==> config.mk <==
export PLATFORM = sky130hd
export DESIGN_NAME = tfq_ctrl
export DESIGN_NICKNAME = d
export VERILOG_FILES = /design/src/tfq_pkg.sv /design/src/tfq_ctrl.sv /design/src/tfq_mem.sv
export SDC_FILE = /design/constraint.sdc
export NUM_CORES = 2
export LEC_CHECK = 0
export ABC_CLOCK_PERIOD_IN_PS = 5960
export CAP_MARGIN = 10
export CORE_MARGIN = 4
export CORE_UTILIZATION = 43
export CTS_BUF_LIST = sky130_fd_sc_hd__clkbuf_4 sky130_fd_sc_hd__clkbuf_8 sky130_fd_sc_hd__clkbuf_16
export CTS_CLUSTER_DIAMETER = 30
export CTS_CLUSTER_SIZE = 12
export DETAILED_ROUTE_END_ITERATION = 16
export DONT_BUFFER_PORTS = 1
export SLEW_MARGIN = 10
export SYNTH_ARGS = -nofsm -noshare
export SYNTH_HDL_FRONTEND = slang
export SYNTH_SLANG_ARGS = --single-unit
==> constraint.sdc <==
create_clock -name clk -period 5.96 [get_ports clk]
set_input_delay 0.596 -clock clk [delete_from_list [all_inputs] [get_ports clk]]
set_output_delay 0.596 -clock clk [all_outputs]
set_load 0.1 [all_outputs]
==> src/tfq_pkg.sv <==
// Shared constants and types for the transmit queue write control block
package tfq_pkg;

  // Queue geometry
  localparam int TFQ_DATA_W = 10;
  localparam int TFQ_DEPTH = 256;

  // Reset request must be seen on this many queue clock edges in a row
  localparam int TFQ_RST_SAMPLES = 7;
  localparam logic [2:0] TFQ_RST_CNT_MAX = 3'h7;

  // Full flag asserts once this few free places or fewer remain
  localparam int TFQ_FULL_MARGIN = 4;

  // Self-test pattern: 9-bit maximal sequence, 511 characters long
  localparam int TFQ_ST_LEN = 511;
  localparam logic [8:0] TFQ_ST_LAST = 9'h1FE;
  localparam logic [8:0] TFQ_LFSR_SEED = 9'h1FF;
  localparam int TFQ_LFSR_TAP = 4;

  // Idle fill character sent while halted or starved
  localparam logic [TFQ_DATA_W-1:0] TFQ_FILL_CHAR = 10'h155;

  // Kind of character handed to the serial side
  typedef enum logic [1:0] {
    TFQ_K_DATA,
    TFQ_K_FILL,
    TFQ_K_SELFTEST
  } tfq_kind_t;

  // Reset sequencing state
  typedef enum logic [1:0] {
    TFQ_RUN,
    TFQ_RST_HOST,
    TFQ_RST_SERIAL,
    TFQ_RST_HOLD
  } tfq_rst_t;

  // All pins of the host side, sampled as one bundle
  typedef struct packed {
    logic tx_queue_clock;
    logic reference_clock;
    logic chip_select_n;
    logic tx_write_enable;
    logic external_queue_mode_sel;
    logic tx_selftest_enable_n;
    logic tx_queue_reset_req;
    logic tx_suspend_n;
    logic queue_bypass_sel;
    logic freq_range_sel;
    logic speed_sel;
    logic [TFQ_DATA_W-1:0] tx_parallel_word;
  } tfq_pins_t;

  // Character toward the encoder
  typedef struct packed {
    logic valid;
    tfq_kind_t kind;
    logic [TFQ_DATA_W-1:0] word;
  } tfq_char_t;

endpackage

==> src/tfq_ctrl.sv <==
// Transmit queue host write control, reset, halt, self-test and full flag
// Contract
// - Writes only when selected and enabled, per edge
// - Selected means enable after chip select low
// - Mode low: enable active low, same-cycle capture
// - Mode high: enable active high, next-cycle capture
// - Self-test sends repeating 511-character sequence
// - Self-test suspends queue reads until released
// - Queue reset needs seven qualified low samples
// - Reset sets full, clears host then serial
// - Held reset request keeps queue and full
// - Bypassed queue ignores reset request entirely
// - Halt low sends fill characters instead
// - Halt does not block host writes
// - Full when four or fewer places free
// - Full held asserted during queue reset
// - Bypassed: full tracks busy, reference edges
// - Bypassed double rate: full toggles per character
// - Full polarity follows the mode input
// - Data sampled on queue or reference edge
`timescale 1ns/10ps
`default_nettype none
module tfq_ctrl
  import tfq_pkg::*;
#(
  parameter int DEPTH = TFQ_DEPTH,
  parameter int AW = $clog2(DEPTH)
) (
  input wire logic clk,
  input wire logic rst,
  input wire logic tx_queue_clock,
  input wire logic reference_clock,
  input wire logic chip_select_n,
  input wire logic tx_write_enable,
  input wire logic external_queue_mode_sel,
  input wire logic tx_selftest_enable_n,
  input wire logic tx_queue_reset_req,
  input wire logic tx_suspend_n,
  input wire logic queue_bypass_sel,
  input wire logic freq_range_sel,
  input wire logic speed_sel,
  input wire logic [TFQ_DATA_W-1:0] tx_parallel_word,
  output logic tx_queue_full_flag,
  output logic tx_queue_full_flag_oe,
  output tfq_char_t tx_char,
  output logic selftest_loop_end
);

  localparam logic [AW:0] LVL_FULL = (AW+1)'(DEPTH);
  localparam logic [AW:0] LVL_NEAR = (AW+1)'(DEPTH - TFQ_FULL_MARGIN);

  typedef struct packed {
    tfq_pins_t s1;
    tfq_pins_t s2;
    logic tclk_d;
    logic rclk_d;
    logic sel_prev;
    logic pend;
    logic halt;
    logic [2:0] rcnt;
    tfq_rst_t rst_st;
    logic [AW:0] wptr;
    logic [AW:0] rptr;
    logic rd_pend;
    logic ref_phase;
    logic char_tgl;
    logic hold_v;
    logic [TFQ_DATA_W-1:0] hold_w;
    logic [8:0] lfsr;
    logic [8:0] st_cnt;
    logic seq_end;
    tfq_char_t ch;
    logic full_pin;
    logic full_oe;
  } tfq_state_t;

  tfq_state_t st_r;
  tfq_state_t st_nxt;

  logic tx_rise;
  logic ref_rise;
  logic bypassed;
  logic mode_hi;
  logic host_edge;
  logic fast;
  logic slot;
  logic selftest;
  logic wen_act;
  logic rst_cond;
  logic in_reset;
  logic [AW:0] level;
  logic room;
  logic near_full;
  logic full_act;
  logic wr_req;
  logic [TFQ_DATA_W-1:0] wr_word;
  logic mem_we;
  logic rd_issue;
  logic [TFQ_DATA_W-1:0] mem_rdata;

  ////////////////////////////////////////////////////////////////////////
  // Decoded views of the synchronised pins
  assign tx_rise = st_r.s2.tx_queue_clock & ~st_r.tclk_d;
  assign ref_rise = st_r.s2.reference_clock & ~st_r.rclk_d;
  assign bypassed = ~st_r.s2.queue_bypass_sel;
  assign mode_hi = st_r.s2.external_queue_mode_sel;
  // Host side runs off the reference edge once the queue is bypassed
  assign host_edge = bypassed ? ref_rise : tx_rise;
  assign fast = st_r.s2.freq_range_sel | ~st_r.s2.speed_sel;
  assign slot = ref_rise & (~fast | st_r.ref_phase);
  assign selftest = ~st_r.s2.tx_selftest_enable_n;
  assign wen_act = mode_hi ? st_r.s2.tx_write_enable
                           : ~st_r.s2.tx_write_enable;
  assign rst_cond = ~bypassed & ~wen_act & ~st_r.s2.chip_select_n
                  & ~st_r.s2.tx_queue_reset_req;
  assign in_reset = st_r.rst_st != TFQ_RUN;
  assign level = st_r.wptr - st_r.rptr;
  assign room = level != LVL_FULL;
  assign near_full = level >= LVL_NEAR;

  ////////////////////////////////////////////////////////////////////////
  // Next-state logic for the whole block
  always_comb begin
    st_nxt = st_r;
    wr_req = 1'b0;
    wr_word = st_r.s2.tx_parallel_word;
    mem_we = 1'b0;
    rd_issue = 1'b0;
    full_act = 1'b0;
    // Two flops on every pin, then edge history of the clocks
    st_nxt.s1 = '{tx_queue_clock, reference_clock, chip_select_n,
                  tx_write_enable, external_queue_mode_sel,
                  tx_selftest_enable_n, tx_queue_reset_req, tx_suspend_n,
                  queue_bypass_sel, freq_range_sel, speed_sel,
                  tx_parallel_word};
    st_nxt.s2 = st_r.s1;
    st_nxt.tclk_d = st_r.s2.tx_queue_clock;
    st_nxt.rclk_d = st_r.s2.reference_clock;
    st_nxt.ch.valid = 1'b0;
    st_nxt.seq_end = 1'b0;

    // Halt is only looked at on queue clock edges
    if (tx_rise) begin
      st_nxt.halt = ~st_r.s2.tx_suspend_n;
    end

    // Host write decode; selection needs chip select on the prior edge
    if (host_edge) begin
      st_nxt.sel_prev = ~st_r.s2.chip_select_n;
      if (mode_hi) begin
        // Enable seen now, data taken on the following edge
        st_nxt.pend = wen_act & st_r.sel_prev;
        wr_req = st_r.pend;
      end else begin
        st_nxt.pend = 1'b0;
        wr_req = wen_act & st_r.sel_prev;
      end
    end

    // Count qualified reset samples; any gap starts over
    if (tx_rise) begin
      if (!rst_cond) begin
        st_nxt.rcnt = '0;
      end else if (st_r.rcnt != TFQ_RST_CNT_MAX) begin
        st_nxt.rcnt = st_r.rcnt + 3'h1;
      end
    end

    // Reset sequencing: host side, then serial side, then hold
    case (st_r.rst_st)
      TFQ_RUN: begin
        if (st_nxt.rcnt == TFQ_RST_CNT_MAX && tx_rise) begin
          st_nxt.rst_st = TFQ_RST_HOST;
          wr_req = 1'b0;
        end
      end
      TFQ_RST_HOST: begin
        st_nxt.wptr = '0;
        st_nxt.rst_st = TFQ_RST_SERIAL;
      end
      TFQ_RST_SERIAL: begin
        // Serial side pointers follow on its own reference edge
        if (ref_rise) begin
          st_nxt.rptr = '0;
          st_nxt.rd_pend = 1'b0;
          st_nxt.rst_st = TFQ_RST_HOLD;
        end
      end
      TFQ_RST_HOLD: begin
        if (tx_rise && st_r.s2.tx_queue_reset_req) begin
          st_nxt.rst_st = TFQ_RUN;
        end
      end
      default: begin
        st_nxt.rst_st = TFQ_RUN;
      end
    endcase

    // Route a write: holding register when bypassed, else the queue
    if (wr_req) begin
      if (bypassed) begin
        if (!st_r.hold_v) begin
          st_nxt.hold_v = 1'b1;
          st_nxt.hold_w = wr_word;
        end
      end else if (room && !in_reset) begin
        mem_we = 1'b1;
        st_nxt.wptr = st_r.wptr + 1'b1;
      end
    end

    // Character pacing; double-rate reference takes two edges
    if (ref_rise) begin
      st_nxt.ref_phase = fast ? ~st_r.ref_phase : 1'b0;
    end

    // Data from a read issued last cycle goes out now
    if (st_r.rd_pend) begin
      st_nxt.rd_pend = 1'b0;
      st_nxt.ch = '{1'b1, TFQ_K_DATA, mem_rdata};
    end

    if (!selftest) begin
      st_nxt.lfsr = TFQ_LFSR_SEED;
      st_nxt.st_cnt = '0;
    end

    // One character decision per slot, self-test first
    if (slot) begin
      st_nxt.char_tgl = ~st_r.char_tgl;
      if (selftest) begin
        st_nxt.ch = '{1'b1, TFQ_K_SELFTEST, {1'b0, st_r.lfsr}};
        st_nxt.lfsr = {st_r.lfsr[7:0],
                       st_r.lfsr[8] ^ st_r.lfsr[TFQ_LFSR_TAP]};
        if (st_r.st_cnt == TFQ_ST_LAST) begin
          st_nxt.st_cnt = '0;
          st_nxt.seq_end = 1'b1;
        end else begin
          st_nxt.st_cnt = st_r.st_cnt + 9'h001;
        end
      end else if (st_r.halt) begin
        st_nxt.ch = '{1'b1, TFQ_K_FILL, TFQ_FILL_CHAR};
      end else if (bypassed) begin
        if (st_r.hold_v) begin
          st_nxt.ch = '{1'b1, TFQ_K_DATA, st_r.hold_w};
          st_nxt.hold_v = 1'b0;
        end else begin
          st_nxt.ch = '{1'b1, TFQ_K_FILL, TFQ_FILL_CHAR};
        end
      end else if (level != '0 && !in_reset && !st_r.rd_pend) begin
        // Reads never happen under self-test or halt
        rd_issue = 1'b1;
        st_nxt.rptr = st_r.rptr + 1'b1;
        st_nxt.rd_pend = 1'b1;
      end else begin
        st_nxt.ch = '{1'b1, TFQ_K_FILL, TFQ_FILL_CHAR};
      end
    end

    // Full flag source depends on bypass and rate
    if (bypassed) begin
      full_act = fast ? st_r.char_tgl : st_r.hold_v;
      if (ref_rise) begin
        st_nxt.full_pin = mode_hi ? full_act : ~full_act;
      end
    end else begin
      full_act = in_reset | near_full;
      st_nxt.full_pin = mode_hi ? full_act : ~full_act;
    end

    // Flag is driven only while chip select was sampled low
    if (host_edge) begin
      st_nxt.full_oe = ~st_r.s2.chip_select_n;
    end
  end

  ////////////////////////////////////////////////////////////////////////
  // State register; pins reset to their idle pulled-up level
  always_ff @(posedge clk) begin
    if (rst) begin
      st_r <= '0;
      st_r.s1 <= '1;
      st_r.s2 <= '1;
      st_r.tclk_d <= 1'b1;
      st_r.rclk_d <= 1'b1;
      st_r.rst_st <= TFQ_RUN;
      st_r.lfsr <= TFQ_LFSR_SEED;
      st_r.ch.kind <= TFQ_K_FILL;
    end else begin
      st_r <= st_nxt;
    end
  end

  ////////////////////////////////////////////////////////////////////////
  // Queue storage
  tfq_mem #(
    .W(TFQ_DATA_W),
    .DEPTH(DEPTH),
    .AW(AW)
  ) u_mem (
    .clk(clk),
    .rst(rst),
    .we(mem_we),
    .waddr(st_r.wptr[AW-1:0]),
    .wdata(wr_word),
    .raddr(st_r.rptr[AW-1:0]),
    .rdata(mem_rdata)
  );

  assign tx_queue_full_flag = st_r.full_pin;
  assign tx_queue_full_flag_oe = st_r.full_oe;
  assign tx_char = st_r.ch;
  assign selftest_loop_end = st_r.seq_end;

  ////////////////////////////////////////////////////////////////////////
  // Checks
  a_low_capture: assert property (@(posedge clk) disable iff (rst)
    host_edge && !mode_hi && wen_act && st_r.sel_prev && !bypassed
    && room && !in_reset && st_nxt.rst_st == TFQ_RUN |-> mem_we)
    else $error("mode low write not captured");

  a_high_delay: assert property (@(posedge clk) disable iff (rst)
    host_edge && mode_hi && wen_act && st_r.sel_prev && !bypassed
    |=> st_r.pend ##0 !mem_we [*1])
    else $error("mode high write not deferred");

  a_no_select: assert property (@(posedge clk) disable iff (rst)
    host_edge && !st_r.sel_prev && !st_r.pend |-> !mem_we)
    else $error("write taken without selection");

  a_reset_start: assert property (@(posedge clk) disable iff (rst)
    tx_rise && rst_cond && st_r.rcnt == 3'h6 && !in_reset
    |=> st_r.rst_st == TFQ_RST_HOST ##1 st_r.wptr == '0)
    else $error("queue reset did not start on seventh sample");

  a_count_drop: assert property (@(posedge clk) disable iff (rst)
    tx_rise && !rst_cond |=> st_r.rcnt == '0)
    else $error("reset sample count not restarted");

  a_reset_full: assert property (@(posedge clk) disable iff (rst)
    in_reset && !bypassed |=> st_r.full_pin == $past(mode_hi))
    else $error("full not asserted during queue reset");

  a_reset_hold: assert property (@(posedge clk) disable iff (rst)
    st_r.rst_st == TFQ_RST_HOLD && !st_r.s2.tx_queue_reset_req
    |=> st_r.rst_st == TFQ_RST_HOLD)
    else $error("queue left reset while request held");

  a_bypass_rst: assert property (@(posedge clk) disable iff (rst)
    !in_reset && bypassed |=> !in_reset)
    else $error("reset started while bypassed");

  a_near_full: assert property (@(posedge clk) disable iff (rst)
    !bypassed && near_full |=> st_r.full_pin == $past(mode_hi))
    else $error("full not asserted near capacity");

  a_selftest_out: assert property (@(posedge clk) disable iff (rst)
    slot && selftest |=> st_r.ch.valid && st_r.ch.kind == TFQ_K_SELFTEST)
    else $error("self-test character missing");

  a_selftest_rd: assert property (@(posedge clk) disable iff (rst)
    selftest |-> !rd_issue)
    else $error("queue read during self-test");

  a_halt_fill: assert property (@(posedge clk) disable iff (rst)
    slot && st_r.halt && !selftest
    |=> st_r.ch.valid && st_r.ch.kind == TFQ_K_FILL)
    else $error("halt did not send fill");

  a_fast_toggle: assert property (@(posedge clk) disable iff (rst)
    slot && bypassed && fast |=> st_r.char_tgl != $past(st_r.char_tgl))
    else $error("full toggle missed a character");

  c_reset_seq: cover property (@(posedge clk) disable iff (rst)
    st_r.rst_st == TFQ_RST_HOLD ##1 st_r.rst_st == TFQ_RUN);
  c_loop_end: cover property (@(posedge clk) disable iff (rst)
    st_r.seq_end);
  c_bypass_write: cover property (@(posedge clk) disable iff (rst)
    bypassed && wr_req && !st_r.hold_v);
  c_near_full: cover property (@(posedge clk) disable iff (rst)
    !bypassed && near_full && mem_we);

endmodule // tfq_ctrl
`default_nettype wire

==> src/tfq_mem.sv <==
// Queue storage: one write port, one read port with registered read data
`timescale 1ns/10ps
`default_nettype none
module tfq_mem #(
  parameter int W = 10,
  parameter int DEPTH = 256,
  parameter int AW = $clog2(DEPTH)
) (
  input wire logic clk,
  input wire logic rst,
  input wire logic we,
  input wire logic [AW-1:0] waddr,
  input wire logic [W-1:0] wdata,
  input wire logic [AW-1:0] raddr,
  output logic [W-1:0] rdata
);

  logic [W-1:0] mem [DEPTH];

  // Storage itself has no reset, only the read register does
  always_ff @(posedge clk) begin
    if (we) begin
      mem[waddr] <= wdata;
    end
  end

  // Read data always one cycle after the address
  always_ff @(posedge clk) begin
    if (rst) begin
      rdata <= '0;
    end else begin
      rdata <= mem[raddr];
    end
  end

endmodule // tfq_mem
`default_nettype wire

; Word level (Yosys, flattened, before mapping)
; Memory sizes are Yosys's and may differ from the RTL's. A register that Yosys moved wholly into a read port is not among the register bits.
; Cells that the tools add are included.
[classes]
n_reduce_logical = 14
n_addsub = 5
mux = 56
bitwise = 27
eq_ne = 10
n_lt_le_gt_ge = 1
[ops]
columns = op, n
row1 = 10-bit 2-to-1 mux, 8
row2 = 13-bit 2-to-1 mux, 5
row3 = 9-bit 2-to-1 mux, 5
row4 = 11-bit 2-to-1 mux, 3
row5 = 32-bit 2-to-1 mux, 1
row6 = "9-bit by 1-bit adder with 9-bit output, second input constant", 3
row7 = 1-bit 2-to-1 mux, 25
row8 = 19-bit 2-to-1 mux, 1
row9 = 18-bit 2-to-1 mux, 1
row10 = 1-bit NOT, 16
row11 = "9-bit equality test, second input constant", 1
row12 = "9-bit by 8-bit >= comparator with 1-bit output, second input constant", 1
row13 = 3-bit 2-to-1 mux, 3
row14 = "9-bit != test, second input constant", 1
row15 = 9-bit nonzero test, 1
row16 = 9-bit subtractor, 1
row17 = 2-bit one-hot mux with 4 select lines, 1
row18 = 1-bit bitwise AND, 7
row19 = 2-bit 2-to-1 mux, 3
row20 = "2-bit != test, second input constant", 3
row21 = 3-bit AND reduction, 2
row22 = 1-bit logical AND, 5
row23 = "2-bit equality test, second input constant", 2
row24 = 2-bit nonzero test, 2
row25 = 9 further kinds, 12
[totals]
output_inout_bits = 16
n_memories = 1
inputBits = 23
register_bits = 117
wordCells = 159
mem_bits_rw = 2560
[mem_list]
columns = memory, depth, word_bits, read_ports, rd_ports_with_merged_regs, write_ports, line
row1 = u_mem.mem, 256, 10, 1, 1, 1, tfq_mem.sv:18  ; logic [W-1:0] mem [DEPTH];

; Depth between registers and ports, before layout
[logic_depth]
depth_word = 18
ltp_mapped = 15
ltp_nobuf = 9

; By module
; From an unflattened synthesis, not the netlist that was laid out.
[unflattened]
cells_unflattened = 5288
hier_area_um2 = 105782.7
[modules_own_cells]
columns = module, area_per_inst_um2, seq_area_each_um2, n_inst, cells_each
row1 = tfq_mem, 100518.9, 77073.9, 1, 4712
row2 = tfq_ctrl, 5263.8, 2342.2, 1, 576

; Worst setup path before layout
; OpenSTA, ideal clock, no wires.
[synth_timing]
path_kind = flip-flop to flip-flop
start = register st_r[49] (netlist name)
end = memory u_mem.mem[103][0] (enable)
setup_time_ns = 0.376
required_ns = 5.584
setup_slack_ns = 1.661
path_stages_with_launch = 16
path_buffers = 6
arrival_time_ns = 3.922
synth_period_minus_slack_ns = 4.299
path_cell_list = dfxtp_1 -> buf_2 -> buf_2 -> buf_2 -> buf_2 -> clkinv_1 -> ha_1 -> nor2b_1 -> o31a_1 -> o211a_1 -> a211o_1 -> a31oi_1 -> buf_2 -> nand3_1 -> buf_2 -> nor2_1
[synth_via]
elab_chain_len = 8
[synth_rtl]
columns = element, line
row1 = start: declaration, tfq_ctrl.sv:77  ; tfq_state_t st_r;
row2 = start signal: assignment, tfq_ctrl.sv:290  ; st_r <= st_nxt;
row3 = 9-bit subtractor, tfq_ctrl.sv:117  ; assign level = st_r.wptr - st_r.rptr;
row4 = 9-bit != test, tfq_ctrl.sv:118  ; assign room = level != LVL_FULL;
row5 = 1-bit logical AND, tfq_ctrl.sv:206  ; end else if (room && !in_reset) begin
row6 = 1-bit 2-to-1 mux, tfq_ctrl.sv:206
row7 = 1-bit 2-to-1 mux, tfq_ctrl.sv:201  ; if (bypassed) begin
row8 = 1-bit 2-to-1 mux, tfq_ctrl.sv:200  ; if (wr_req) begin
row9 = 1-bit 2-to-1 mux, tfq_mem.sv:22  ; if (we) begin
row10 = 1-bit 2-to-1 mux (implied by the code), tfq_mem.sv:23  ; mem[waddr] <= wdata;
row11 = end: declaration, tfq_mem.sv:18
; Every way passes these cells.

; Worst setup path in the final report
[layout_timing]
start = register st_r[53] (netlist name)
end = memory u_mem.mem[224][5] (enable)
; Same word-level chain as after synthesis.

==> metrics.txt <==
floorplan core area=240000 µm²; cts bufs inserted=484; Initial Utilization=43.2%; Slew Viols, Final=0; Top FF cell, synth=edfxtp_1; Placer Congestion=0.941; Slew HR=11.2%; Max Cap Violations=0; Setup crit end kind=flip-flop; Net Count, Synth=4866; Hold Crit Class=input pin to flip-flop; count of cell types in the netlist=70; CTS tree=built; status=finished, final reports clean; Vias/cell=5.98; CTS root buffer=clkbuf_16; postcts setup bufs=0; share of layout cells above drive strength 1=32.7%; detailed router's first-iteration violation count=7018; # rows=180; critical path arrival=5.44 ns; synthesized area per cell=21.5 µm²; HPWL after DPL=167 mm; die width=499 µm; Synth Instances=4823; Final setup violation count=0; wire per inst=32.0 µm; DR vias=52443; most frequent cells in the layout=2560 x edfxtp_1, 735 x mux4_2, 491 x clkbuf_16; die area=249000 µm²; first-pass GRT wire length=400 mm; Leak=38.5 nW; nets@finish=5226; async set-reset flop share out of synthesis=0%; skew final=0.0731 ns; # port buffers=0; CP Data Required Time=6.53 ns; commonest non-fill, non-tap cell in the layout=edfxtp_1; warnings from Yosys=0; FMAX=205 MHz; vias in the first global route=52448; worst reg-to-reg setup slack=1.09 ns; Routed WL=280 mm; final period demand of the worst path=4.87 ns; worst slew pin tran=1.33 ns; PD cells=391 nW/µm²; Die Span Y=499 µm; Mapped Area=104000 µm²; Worst-Skew Late Latency=0.98 ns; antenna-violating nets left=0; Worst Path Max Fanout=16; H-tree levels=5; clock sink total=2687; post_cts resized=0; CP startpoint kind=flip-flop; synthesis-to-finish area growth=20.3%; overall routing resource usage=22.3%; Worst Path Class, Setup=flip-flop to flip-flop; synthesized flop and latch total=2687; Fin. Hold Viols=0; initial antenna violation count=5; final core utilization=52.0%; largest net degree at the start of global routing=166; Longest Clk Path Bufs=4; RSZ-0062 raised after global routing=no; grt total ovfl=0; setup TNS=0 ns; final period utilization=81.7%; drc violations=0; Clk pin slew, worst setup/hold paths=0.05 ns; Top Ports=39; Post-synth EDFFs=2560; Pwr Total=0.0488 W; sequential share of the synthesized area=76.5%; maximum vdd ir drop=298 µV; 1st-pass router iterations=8
[path summary, 6_finish.rpt]
kind | start | to | cells past startpoint
max reg2reg | st_r[53] | u_mem.mem[224][5] | 9
min reg2reg | st_nxt[81] | wr_word[5] | 1
min | rst | u_mem.rdata[4] | 2
max | st_r[53] | u_mem.mem[224][5] | 9
[per-layer routing]
layer / up-vias / track usage, % / share of wire (%)
li1: 21058 / - / -
met1: 28058 / 31.8 / 41
met2: 2770 / 33.2 / 46
met3: 555 / 6.27 / 9.9
met4: 2 / 8.01 / 3.7
met5: - / 0 / 0.0046
[through the flow]
step                      hold slack [ns]  instance area [µm²]  cells  setup WS (ns)
after floorplan                     0.389               104000   4823           1.66
after global placement              0.393               108000   7853           1.24
after detailed placement            0.393               108000   7857           1.17
after CTS                         0.00598               125000   8763           1.21
after global routing               0.0468               125000   8766          0.960
final                              0.0698               125000   8767           1.09
[registers in the layout, indices dropped and copies added, names as in the netlist]
| register | flops |
|---|---|
| u_mem.mem | 2560 |
| st_r | 67 |
| st_nxt | 23 |
| tx_char | 13 |
| u_mem.rdata | 10 |
| wr_word | 10 |
| mode_hi | 1 |
| selftest_loop_end | 1 |
| tx_queue_full_flag | 1 |
| tx_queue_full_flag_oe | 1 |
[cells by family after synthesis]
family / after synthesis / share of synthesized area (%)
DFF: 2687 / 76.5
muxes: 807 / 16.7
and+or+nand+nor: 659 / 2.79
buffers and inverters: 315 / 1.49
AOI/OAI and AO/OA: 313 / 2.15
xor gates and xnor gates: 22 / 0.186
adders and majority gates: 20 / 0.241
[worst max-delay path, stage by stage (launching register included)]
cell and delay [ns]:
dfxtp_1 0.68, inv_2 0.23, ha_1 0.27, or3_1 0.35, o211a_1 0.24, a211o_1 0.32, a31oi_4 0.51, nand3_2 0.67
buf_12 0.43, nor2_1 0.76
[area by class of cell]
cell class / count / area (µm²)
diodes: 3 / 7.51
repair buffers: 164 / 1660
multi-input cells: 1821 / 23000
flip-flops and latches: 2687 / 79500
clock inverters: 336 / 3950
well taps: 3185 / 3990
inverters: 25 / 101
clock buffers: 546 / 12700
fillers: 18340 / 115000
[report_power, final]
| part | total (W) | switching [W] | internal [W] | leakage (nW) |
|---|---|---|---|---|
| clock network | 0.0278 | 0.00935 | 0.0184 | 8.10 |
| logic | 0.000339 | 0.000277 | 0.0000628 | 6.84 |
| registers | 0.0207 | 0.0000790 | 0.0206 | 23.5 |
[cell usage after synthesis (all sizes together), types with 22 or more instances]
cell / count / area, µm²
a22o: 22 / 193
edfxtp: 2560 / 76900
buf: 177 / 1030
or2: 47 / 294
nor2: 338 / 1270
nand2: 125 / 469
mux4: 735 / 16600
dfxtp: 127 / 2540
clkbuf: 113 / 424
nand3: 53 / 265
inv: 23 / 86.3
mux2i: 59 / 591
a22oi: 43 / 323
a21oi: 55 / 275
nor2b: 22 / 138
a221oi: 34 / 304
o21ai: 42 / 214
[what timing repair did]
action / in CTS / in global routing
hold endpoints to repair: 106 / 0
setup endpoints to repair: 0 / 0
hold buffers: 24 / 0
Power figures use the tool's default switching activity.
